--- config.mk ---
export PLATFORM = sky130hd
export DESIGN_NAME = mirq_core
export DESIGN_NICKNAME = d
export VERILOG_FILES = /design/src/inc/mirq_pkg.sv /design/src/design/mirq_core.sv
export SDC_FILE = /design/constraint.sdc
export NUM_CORES = 1
export LEC_CHECK = 0
export ABC_AREA = 1
export BUFFER_PORTS_ARGS = -buffer_cell sky130_fd_sc_hd__buf_2
export CAP_MARGIN = 20
export CORE_ASPECT_RATIO = 0.75
export CORE_MARGIN = 2
export CORE_UTILIZATION = 55
export CTS_BUF_LIST = sky130_fd_sc_hd__clkbuf_4 sky130_fd_sc_hd__clkbuf_8 sky130_fd_sc_hd__clkbuf_16
export DETAILED_ROUTE_END_ITERATION = 7
export PLACE_DENSITY = 0.84
export SLEW_MARGIN = 20
export SYNTH_ARGS = -nofsm -noshare
export SYNTH_HDL_FRONTEND = slang
export SYNTH_SLANG_ARGS = --single-unit
--- constraint.sdc ---
create_clock -name CLK -period 2.1 [get_ports CLK]
set_input_delay 0.42 -clock CLK [delete_from_list [all_inputs] [get_ports CLK]]
set_output_delay 0.42 -clock CLK [all_outputs]
set_load 0.1 [all_outputs]
--- src/inc/mirq_pkg.sv ---
// Package for the metering interrupt status and enable block.
// Assumes a single 20 MHz system clock and a 32-bit register port.
package mirq_pkg;

	// ************************************************************
	// Register map (word addresses)
	// ************************************************************
	localparam logic [11:0] MIRQ_FLAGS_ADDR = 12'h402;
	localparam logic [11:0] MIRQ_ENABLE_ADDR = 12'h405;
	localparam logic [31:0] MIRQ_FLAGS_RESET = 32'h00000000;
	localparam logic [31:0] MIRQ_ENABLE_RESET = 32'h00000000;

	// ************************************************************
	// Flag bit positions
	// ************************************************************
	localparam int MIRQ_CHIP_BIT = 31;
	localparam int MIRQ_EVENT_BIT = 30;
	localparam int MIRQ_AUTOCAL_BIT = 29;
	localparam int MIRQ_PF_BIT = 25;
	localparam int MIRQ_CONFIG_CHECKSUM_CHANGED_BIT = 24;
	localparam int MIRQ_CRC_DONE_BIT = 23;
	localparam int MIRQ_ZX_TIMEOUT_BIT = 21;
	localparam int MIRQ_ZX_B_BIT = 20;
	localparam int MIRQ_ZX_A_BIT = 19;
	localparam int MIRQ_REACT_NL_BIT = 15;
	localparam int MIRQ_APPAR_NL_BIT = 14;
	localparam int MIRQ_ACTIVE_NL_BIT = 13;
	localparam int MIRQ_TEMP_BIT = 12;
	localparam int MIRQ_OC_RMS_BIT = 11;
	localparam int MIRQ_PWR_BIT = 10;
	localparam int MIRQ_SAMPLE_BIT = 9;
	localparam int MIRQ_ENERGY_BIT = 8;
	localparam int MIRQ_PULSE2_BIT = 7;
	localparam int MIRQ_PULSE1_BIT = 6;
	localparam int MIRQ_FLIP2_BIT = 5;
	localparam int MIRQ_FLIP1_BIT = 4;
	localparam int MIRQ_REACT_SIGN_BIT = 2;
	localparam int MIRQ_ACTIVE_SIGN_BIT = 0;

	// Sticky write-one-to-clear bits kept in this block
	localparam logic [31:0] MIRQ_W1C_MASK = 32'h03B8FFF5;
	// Writable enable bits; bit 31 is read-only per the map
	localparam logic [31:0] MIRQ_ENABLE_WMASK = 32'h63B8FFF5;
	// Enable bits that can ever route an interrupt
	localparam logic [31:0] MIRQ_ENABLE_RMASK = 32'hE3B8FFF5;

endpackage

--- src/design/mirq_core.sv ---
// Interrupt flag and enable registers of a single-phase metering device.
// Assumes event pulses from the metrology datapath on CLK, and pulse
// output pins that are asynchronous and must be synchronised here.
`timescale 1ns/1ns

// Function
// Set no-load flags 15,14,13 on reactive, apparent, active no-load transitions.
// Set flag 12 on each fresh temperature reading.
// Set flag 11 on each overcurrent rms refresh.
// Set flag 10 when power accumulations refresh after programmed sample count.
// Set flag 9 when new waveform samples are ready.
// Set flag 8 on energy refresh, samples or line cycles by timer select.
// Set flags 7 and 6 on falling edge of second and first pulse outputs.
// Set flags 5 and 4 when pulse sign differs from previous pulse.
// Set flag 2 on reactive power sign change at accumulation refresh.
// Set flag 0 on active power sign change at same refresh timing.
// Enable bit 31 routes interrupt while any chip status flag is set.
// Enable bit 30 routes interrupt while any event status flag is set.
// Enable bit 29 routes interrupt while any autocal status flag is set.
// Enable bit 25 routes interrupt on power factor refresh every 1.024 s.
// Enable bit 24 routes interrupt when configuration checksum changes.
// Enable bit 23 routes interrupt when forced checksum computation finishes.
// Enable bit 21 routes interrupt on voltage zero-crossing timeout.
// Enable bit 20 routes interrupt on current B zero crossing.
// Summary bit 31 follows chip status; cleared when chip status read.
// Enable bit 19 routes interrupt on current A zero crossing.
// Flags clear only on write-one; zero leaves them; reserved read zero.
// Interrupt asserted while any flag and its enable are both set.
module mirq_core (
	// Clock and reset
	input wire logic CLK,
	input wire logic RST,
	// Register port
	input wire logic [11:0] REG_ADDR,
	input wire logic REG_WR,
	input wire logic REG_RD,
	input wire logic [31:0] REG_WDATA,
	output logic [31:0] REG_RDATA,
	// Summary inputs from other status registers
	input wire logic CHIP_STATUS_ANY,
	input wire logic CHIP_STATUS_READ,
	input wire logic EVENT_STATUS_ANY,
	input wire logic AUTOCAL_IRQ_ANY,
	// One-cycle event pulses from the metrology datapath
	input wire logic POWER_FACTOR_READY,
	input wire logic CONFIG_CHECKSUM_CHANGED,
	input wire logic CONFIG_CHECKSUM_DONE,
	input wire logic VOLTAGE_CROSSING_TIMEOUT,
	input wire logic CURRENT_B_CROSSING,
	input wire logic CURRENT_A_CROSSING,
	input wire logic REACTIVE_NOLOAD_CHANGE,
	input wire logic APPARENT_NOLOAD_CHANGE,
	input wire logic ACTIVE_NOLOAD_CHANGE,
	input wire logic TEMPERATURE_READY,
	input wire logic OVERCURRENT_RMS_UPDATE,
	input wire logic POWER_ACCUM_UPDATE,
	input wire logic WAVEFORM_SAMPLE_READY,
	input wire logic ENERGY_SAMPLE_TICK,
	input wire logic ENERGY_CYCLE_TICK,
	input wire logic ENERGY_TIMER_SELECT,
	// Signs of the new power accumulation and of each pulse's energy
	input wire logic REACTIVE_POWER_NEG,
	input wire logic ACTIVE_POWER_NEG,
	input wire logic FIRST_PULSE_ENERGY_NEG,
	input wire logic SECOND_PULSE_ENERGY_NEG,
	// Pulse output pins, asynchronous
	input wire logic FIRST_PULSE_OUTPUT,
	input wire logic SECOND_PULSE_OUTPUT,
	// Interrupt request, active low
	output logic IRQ_N
);
	import mirq_pkg::*;

	// ************************************************************
	// Pulse pin synchronisers and edge detect
	// ************************************************************
	logic [1:0] pin_meta;
	logic [1:0] pin_sync;
	logic [1:0] pin_last;
	logic [1:0] pin_fall;
	logic [1:0] pulse_neg_prev;
	logic [1:0] pulse_neg_now;
	logic react_neg_prev;
	logic active_neg_prev;
	logic energy_tick;
	logic flags_wr;
	logic enable_wr;
	logic [31:0] flags;
	logic [31:0] enable;
	logic [31:0] set_vec;
	logic [31:0] flags_view;
	logic [31:0] next_flags;

	always_ff @(posedge CLK) begin
		if (RST) begin
			pin_meta <= 2'h3;
			pin_sync <= 2'h3;
			pin_last <= 2'h3;
		end else begin
			pin_meta <= {SECOND_PULSE_OUTPUT, FIRST_PULSE_OUTPUT};
			pin_sync <= pin_meta;
			pin_last <= pin_sync;
		end
	end

	// High-to-low marks an issued pulse
	assign pin_fall = pin_last & ~pin_sync;
	assign pulse_neg_now = {SECOND_PULSE_ENERGY_NEG, FIRST_PULSE_ENERGY_NEG};

	// Previous pulse sign, one per output
	genvar gi;
	generate
		for (gi = 0; gi < 2; gi++) begin : g_sign
			always_ff @(posedge CLK) begin
				if (RST) begin
					pulse_neg_prev[gi] <= 1'b0;
				end else if (pin_fall[gi]) begin
					pulse_neg_prev[gi] <= pulse_neg_now[gi];
				end
			end
		end
	endgenerate

	// ************************************************************
	// Power sign tracking
	// ************************************************************
	always_ff @(posedge CLK) begin
		if (RST) begin
			react_neg_prev <= 1'b0;
			active_neg_prev <= 1'b0;
		end else if (POWER_ACCUM_UPDATE) begin
			react_neg_prev <= REACTIVE_POWER_NEG;
			active_neg_prev <= ACTIVE_POWER_NEG;
		end
	end

	// Energy refresh counted in samples or line cycles
	assign energy_tick = ENERGY_TIMER_SELECT ? ENERGY_CYCLE_TICK : ENERGY_SAMPLE_TICK;

	// ************************************************************
	// Set vector of sticky flags
	// ************************************************************
	always_comb begin
		set_vec = 32'h00000000;
		set_vec[MIRQ_PF_BIT] = POWER_FACTOR_READY;
		set_vec[MIRQ_CONFIG_CHECKSUM_CHANGED_BIT] = CONFIG_CHECKSUM_CHANGED;
		set_vec[MIRQ_CRC_DONE_BIT] = CONFIG_CHECKSUM_DONE;
		set_vec[MIRQ_ZX_TIMEOUT_BIT] = VOLTAGE_CROSSING_TIMEOUT;
		set_vec[MIRQ_ZX_B_BIT] = CURRENT_B_CROSSING;
		set_vec[MIRQ_ZX_A_BIT] = CURRENT_A_CROSSING;
		set_vec[MIRQ_REACT_NL_BIT] = REACTIVE_NOLOAD_CHANGE;
		set_vec[MIRQ_APPAR_NL_BIT] = APPARENT_NOLOAD_CHANGE;
		set_vec[MIRQ_ACTIVE_NL_BIT] = ACTIVE_NOLOAD_CHANGE;
		set_vec[MIRQ_TEMP_BIT] = TEMPERATURE_READY;
		set_vec[MIRQ_OC_RMS_BIT] = OVERCURRENT_RMS_UPDATE;
		set_vec[MIRQ_PWR_BIT] = POWER_ACCUM_UPDATE;
		set_vec[MIRQ_SAMPLE_BIT] = WAVEFORM_SAMPLE_READY;
		set_vec[MIRQ_ENERGY_BIT] = energy_tick;
		set_vec[MIRQ_PULSE2_BIT] = pin_fall[1];
		set_vec[MIRQ_PULSE1_BIT] = pin_fall[0];
		set_vec[MIRQ_FLIP2_BIT] = pin_fall[1] & (pulse_neg_now[1] ^ pulse_neg_prev[1]);
		set_vec[MIRQ_FLIP1_BIT] = pin_fall[0] & (pulse_neg_now[0] ^ pulse_neg_prev[0]);
		set_vec[MIRQ_REACT_SIGN_BIT] = POWER_ACCUM_UPDATE & (REACTIVE_POWER_NEG ^ react_neg_prev);
		set_vec[MIRQ_ACTIVE_SIGN_BIT] = POWER_ACCUM_UPDATE & (ACTIVE_POWER_NEG ^ active_neg_prev);
	end

	// ************************************************************
	// Flag and enable registers
	// ************************************************************
	assign flags_wr = REG_WR & (REG_ADDR == MIRQ_FLAGS_ADDR);
	assign enable_wr = REG_WR & (REG_ADDR == MIRQ_ENABLE_ADDR);

	// Set beats a simultaneous write-one, so no event is lost
	always_comb begin
		next_flags = flags;
		if (flags_wr) begin
			next_flags = flags & ~(REG_WDATA & MIRQ_W1C_MASK);
		end
		next_flags = (next_flags | set_vec) & MIRQ_W1C_MASK;
	end

	always_ff @(posedge CLK) begin
		if (RST) begin
			flags <= MIRQ_FLAGS_RESET;
		end else begin
			flags <= next_flags;
		end
	end

	always_ff @(posedge CLK) begin
		if (RST) begin
			enable <= MIRQ_ENABLE_RESET;
		end else if (enable_wr) begin
			enable <= REG_WDATA & MIRQ_ENABLE_WMASK;
		end
	end

	// Summary bits are live levels from the other status registers;
	// bit 31 is also masked here while CHIP_STATUS_READ is high.
	always_comb begin
		flags_view = flags;
		flags_view[MIRQ_CHIP_BIT] = CHIP_STATUS_ANY & ~CHIP_STATUS_READ;
		flags_view[MIRQ_EVENT_BIT] = EVENT_STATUS_ANY;
		flags_view[MIRQ_AUTOCAL_BIT] = AUTOCAL_IRQ_ANY;
	end

	// ************************************************************
	// Read data and interrupt
	// ************************************************************
	always_ff @(posedge CLK) begin
		if (RST) begin
			REG_RDATA <= 32'h00000000;
		end else if (REG_RD && REG_ADDR == MIRQ_FLAGS_ADDR) begin
			REG_RDATA <= flags_view;
		end else if (REG_RD && REG_ADDR == MIRQ_ENABLE_ADDR) begin
			REG_RDATA <= enable;
		end else if (REG_RD) begin
			REG_RDATA <= 32'h00000000;
		end
	end

	// Chip summary enable is read-only in the map, so it routes whenever
	// the chip status has a flag and CHIP_STATUS_READ is low; this keeps that source reachable.
	always_ff @(posedge CLK) begin
		if (RST) begin
			IRQ_N <= 1'b1;
		end else begin
			IRQ_N <= ~(|(flags_view & (enable | (32'h1 << MIRQ_CHIP_BIT)) & MIRQ_ENABLE_RMASK));
		end
	end

endmodule

# Word-level counts from Yosys, hierarchy flattened
# Cells that the tools add are included.
# word_totals
word_cells,41
regBits,85
input_bits,74
# op_classes
n_mux,5
eq_ne,2
n_reduce_logical,4
bitwise_logic,19
# ops
op,count
2-to-1 mux 32 bit,3
bitwise AND 32 bit,1
bitwise AND 26 bit,1
2-to-1 mux 26 bit,1
inverter 26 bit,1
OR 26 bit,1
equality test 12 x 11 -> 1 bit (second input constant),2
OR reduction 23 bit,1
bitwise AND 1 bit,7
XOR 1 bit,4
nonzero test 3 bit,1
bitwise AND 2 bit,1
logical AND 1 bit,2
inverter 1 bit,2
inverter 2 bit,1
2-to-1 mux 1 bit,1

# Longest topological paths before layout
# depth
depth_word,5
depth_mapped,10
mapped_depth_nobuf,9

# Worst setup path after synthesis
# OpenSTA, ideal clock, no wires.
# synth_timing
path_type,input-to-reg
from,input REG_ADDR[7]
to,register REG_RDATA[10]
n_path_buf,1
required_ns,1.981
arrival_time_ns,1.274
path_stages,9
slack_ns,0.707
cell_sequence,nor2_1 nand2_1 nor2_8 nand2_2 buf_2 nand2_1 nor2_1 nor2_1 nor2_1
# synth_between
elab_chain_len,4
word_cells_on_any_way,7
# synth_lines
element,line,text
start: declaration,mirq_core.sv:34,"input wire logic [11:0] REG_ADDR,"
equality test 12 x 11 -> 1 bit,mirq_core.sv:215,end else if (REG_RD && REG_ADDR == MIRQ_ENABLE_ADDR) begin
logical AND 1 bit,mirq_core.sv:215,
2-to-1 mux 32 bit,mirq_core.sv:215,
2-to-1 mux 32 bit,mirq_core.sv:213,end else if (REG_RD && REG_ADDR == MIRQ_FLAGS_ADDR) begin
end signal: assignment,mirq_core.sv:214,REG_RDATA <= flags_view;
end signal: assignment,mirq_core.sv:216,REG_RDATA <= enable;
end: declaration,mirq_core.sv:38,"output logic [31:0] REG_RDATA,"
# Parallel ways exist; a longest one is shown, timed or not.
# A chain may end at the register's enable or synchronous reset.

# Final worst setup path
# layout_timing
from,register REG_RDATA[2]
to,output REG_RDATA[2]
# No word-level cell between the ends.

==> impl_summary.md <==
Worst setup path
Data on the critical path arrives at its endpoint at about 1100 ps. Traced cell by cell, the critical path runs through buf_2. The startpoint class of the critical path is a register. By startpoint and endpoint, the worst setup path is classified as register to primary output. In this design, the stage delay of the slowest critical-path cell is 440 ps. The required arrival time at the worst endpoint is 1680 ps.

The launching point of the worst reg2reg path is flags[20]$_SDFF_PP0_. The startpoint of the worst setup timing path is REG_RDATA[2]$_SDFFE_PP0P_. The number of buffers and inverters on the critical path is 1. In this run the worst path has a maximum fanout of 2. On the critical path the largest part of the delay comes from buffers and inverters. The highest-delay cell along the critical path is buf_2.

STA classifies the critical path endpoint as a primary output.

Timing
The number of failing hold endpoints at the final stage is 0. The final critical-path share of the clock period is 74.5%. Setup repair after global routing left no endpoint under its margin.

Setup violations remaining at the end of the flow were counted as 0. The number of slew-limit violations in the final report is 0. For the finished layout, the period the worst path requires is 1560 ps. Summed over all failing endpoints, the final setup total negative slack is 0 ps.

On the final layout, the worst clock skew is 10.1 ps. The highest achievable clock rate is 639 MHz. Setup slack closes at around 540 ps.

Detailed routing
The total via count after detailed routing is approximately 3600. The post-route DRC violation count is 0. Dividing the detail-routed wire length by the instance count gives 12.7 µm. The mean number of vias per cell is ~5. Wires add up to between 8 and 9 mm. The DRC marker count from the first detailed-route iteration is 280. The number of antenna-violating nets in the routed design is 0. For this run, the detailed router's first-pass iteration total came to 4.

Clocking
The H-tree was split into 3 levels. CTS placed an instance of clkbuf_8 at the clock tree root. The CTS tree is built. The clock buffer count from CTS is 9. The clock-pin slew of the registers on the worst-case setup and hold paths is 80 ps. The post-CTS repair timing setup buffer count is 0. The post-cts resize count is 0. No sink is reached through more buffers than the 2 on the longest clock path. The clock sink count is 76. The number of hold-repair buffers added at the cts stage is 0. Clock latency on the worst-skew pair, taken at its later pin, is approximately 340 ps.

Logic synthesis
The post-synthesis register bit count is 76. The synthesized design contains 0 enable-type register cells. The per-instance average area after synthesis is ~6.6 µm². The number of distinct library cell variants in the gate-level netlist after synthesis is 20.

For this run, asynchronously set or reset flops after synthesis account for 0%. The largest total area in the synthesized netlist belongs to dfxtp_1. The share of the synthesized area in the top cell type is ~42%. After synthesis the cells add up to 3590 µm².

Yosys attributes the largest share of cell area to dfxtp_1 42%, nand2_1 15%, nor2_1 13%, nand4_1 4.5%, inv_1 4.5%. Synthesis produced approximately 540 cells. The sequential area share after synthesis is ~42%. The commonest cells after synthesis are 141 x nand2_1, 123 x nor2_1, 76 x dfxtp_1. In the post-synthesis netlist, the cell with the most instances is nand2_1. The number of warnings printed during yosys synthesis is 0.

Among all flip-flop cells after synthesis, the most frequent one is dfxtp_1.

GRT
The maximum number of pins on one net before global-route repair is 53. Summed over all layers, the global routing overflow is 0. The number of antenna violations at the first check in global routing came to 0. The number of global-route vias before repair is about 3200. The first global-routing pass estimated approximately 14 mm of wire. The total global-route track usage is between 20% and 30%.

Placement
Buffers placed on the I/O ports in this run total 87. The worst setup timing slack at the placement stage is approximately 220 ps. The detailed-placement wirelength estimate is slightly above 6 mm. The cell count after placement is between 600 and 700. Summing all placed instances gives a cell area of around 4000 µm². The weighted congestion reported at the end of routability-driven placement is between 0.8 and 0.9.

Layout
Relative to the synthesized area, the layout overhead comes to 17.3%. The post-layout instance count excluding filler cells is about 700. In the final design database the tool counted 692 nets.

Counting the fill cells in the layout gives between 500 and 600. The repair_antennas step left the layout with diodes totalling 0. The share of the core filled with cells in the final layout is about 67%.

The area of all placed cells without fillers is around 4200 µm². The share of post-route cells with drive strength above 1 is ~20%.

Power
The static leakage power is roughly 2 nW. For this design the ratio of total power to cell area is between 700 and 800 nW/µm². IR analysis of the VDD net gives a maximum drop of between 0.4 and 0.5 mV.

Worst hold path
The hold path startpoint is SECOND_PULSE_OUTPUT. The path category of the worst min-delay check is primary input to register.

Floorplanning
The floorplan step defined a die boundary enclosing between 7000 and 8000 µm². The region available for standard cell placement spans roughly 6300 µm². The boundary pin count is 107. The initial standard-cell utilization of the core is about 57%. The horizontal extent of the die is just under 100 µm. Row generation in the floorplan step produced 25 rows. The height of the chip is roughly 74 µm.

Run
The max-capacitance violation count is 0.

Run status
The run finished with clean final reports.
## cells by family (layout without fill, tap and decap cells)
group | after synthesis | count (layout) | synth area share, %
buf+inv | 82 | 154 | 10.9
compound gates | 58 | 58 | 8.08
mux | 1 | 1 | 0.278
flops | 76 | 76 | 42.3
simple gates | 324 | 324 | 38.3
other cells | 1 | 9 | 0.104
## worst paths after layout
path / endpoint / cells after the start / slack [ps]
max: REG_RDATA[2] / 1 / 540
min: pin_meta[1]$_SDFF_PP1_ / 2 / 260
max reg2reg: IRQ_N$_SDFF_PP1_ / 5 / 1200
min reg2reg: pin_sync[0]$_SDFF_PP1_ / 1 / 420
## cells in the final DEF (no fill, tap or decap)
| cell | n |
|---|---|
| mux2i_1 | 1 |
| nand4_1 | 26 |
| nand3_4 | 2 |
| nand2_1 | 141 |
| nor2_4 | 1 |
| conb_1 | 9 |
| o21ai_0 | 31 |
| clkinv_4 | 2 |
| nor2_1 | 123 |
| clkinv_2 | 1 |
| clkbuf_8 | 9 |
| buf_4 | 9 |
| dfxtp_1 | 76 |
| nand3_1 | 24 |
| nor3_2 | 1 |
| nor2_8 | 1 |
| buf_2 | 87 |
| a21oi_1 | 27 |
| bufinv_16 | 2 |
| nand2_2 | 1 |
| or2_2 | 4 |
| inv_1 | 43 |
| clkinvlp_4 | 1 |
## registers in the layout (all words and copies together), names as in the netlist
name and cells:
pin_sync 2, IRQ_N 1, react_neg_prev 1, flags 20, pin_meta 2, pulse_neg_prev 2, enable 22, active_neg_prev 1
pin_last 2, REG_RDATA 23
## layout make-up
cell class / count / area [µm²] / share of cell area (%)
Clock inverter: 6 / 90.1 / 2.14
Multi-Input combinational cell: 392 / 1720 / 40.7
Sequential cell: 76 / 1520 / 36.1
Clock buffer: 9 / 124 / 2.94
Tap cell: 81 / 101 / 2.40
Inverter: 43 / 161 / 3.83
Timing Repair Buffer: 96 / 503 / 11.9
## metal layers
layer / GRT usage, % / wire (µm) / up-vias
li1: - / - / 1835
met5: 0 / 0 / -
met2: 42.2 / 4200 / 127
met4: 8.18 / 76 / 0
met3: 4.98 / 631 / 9
met1: 32.7 / 4030 / 1618
## power by group
group          leakage [nW]  switching [mW]  internal (mW)  total (mW)
clock network         0.105           0.533          0.664        1.20
registers             0.624          0.0367           1.50        1.53
logic                  1.32           0.375          0.112       0.487
## per-stage QoR
stage | total power, mW | hold WS, ps
CTS | 3.23 | 243
detailed placement | 2.05 | 401
global placement | 2.04 | 392
finish | 3.22 | 256
global route | 3.32 | 245
floorplan | 1.93 | 389
No activity file was read; power rests on OpenSTA's default activity.
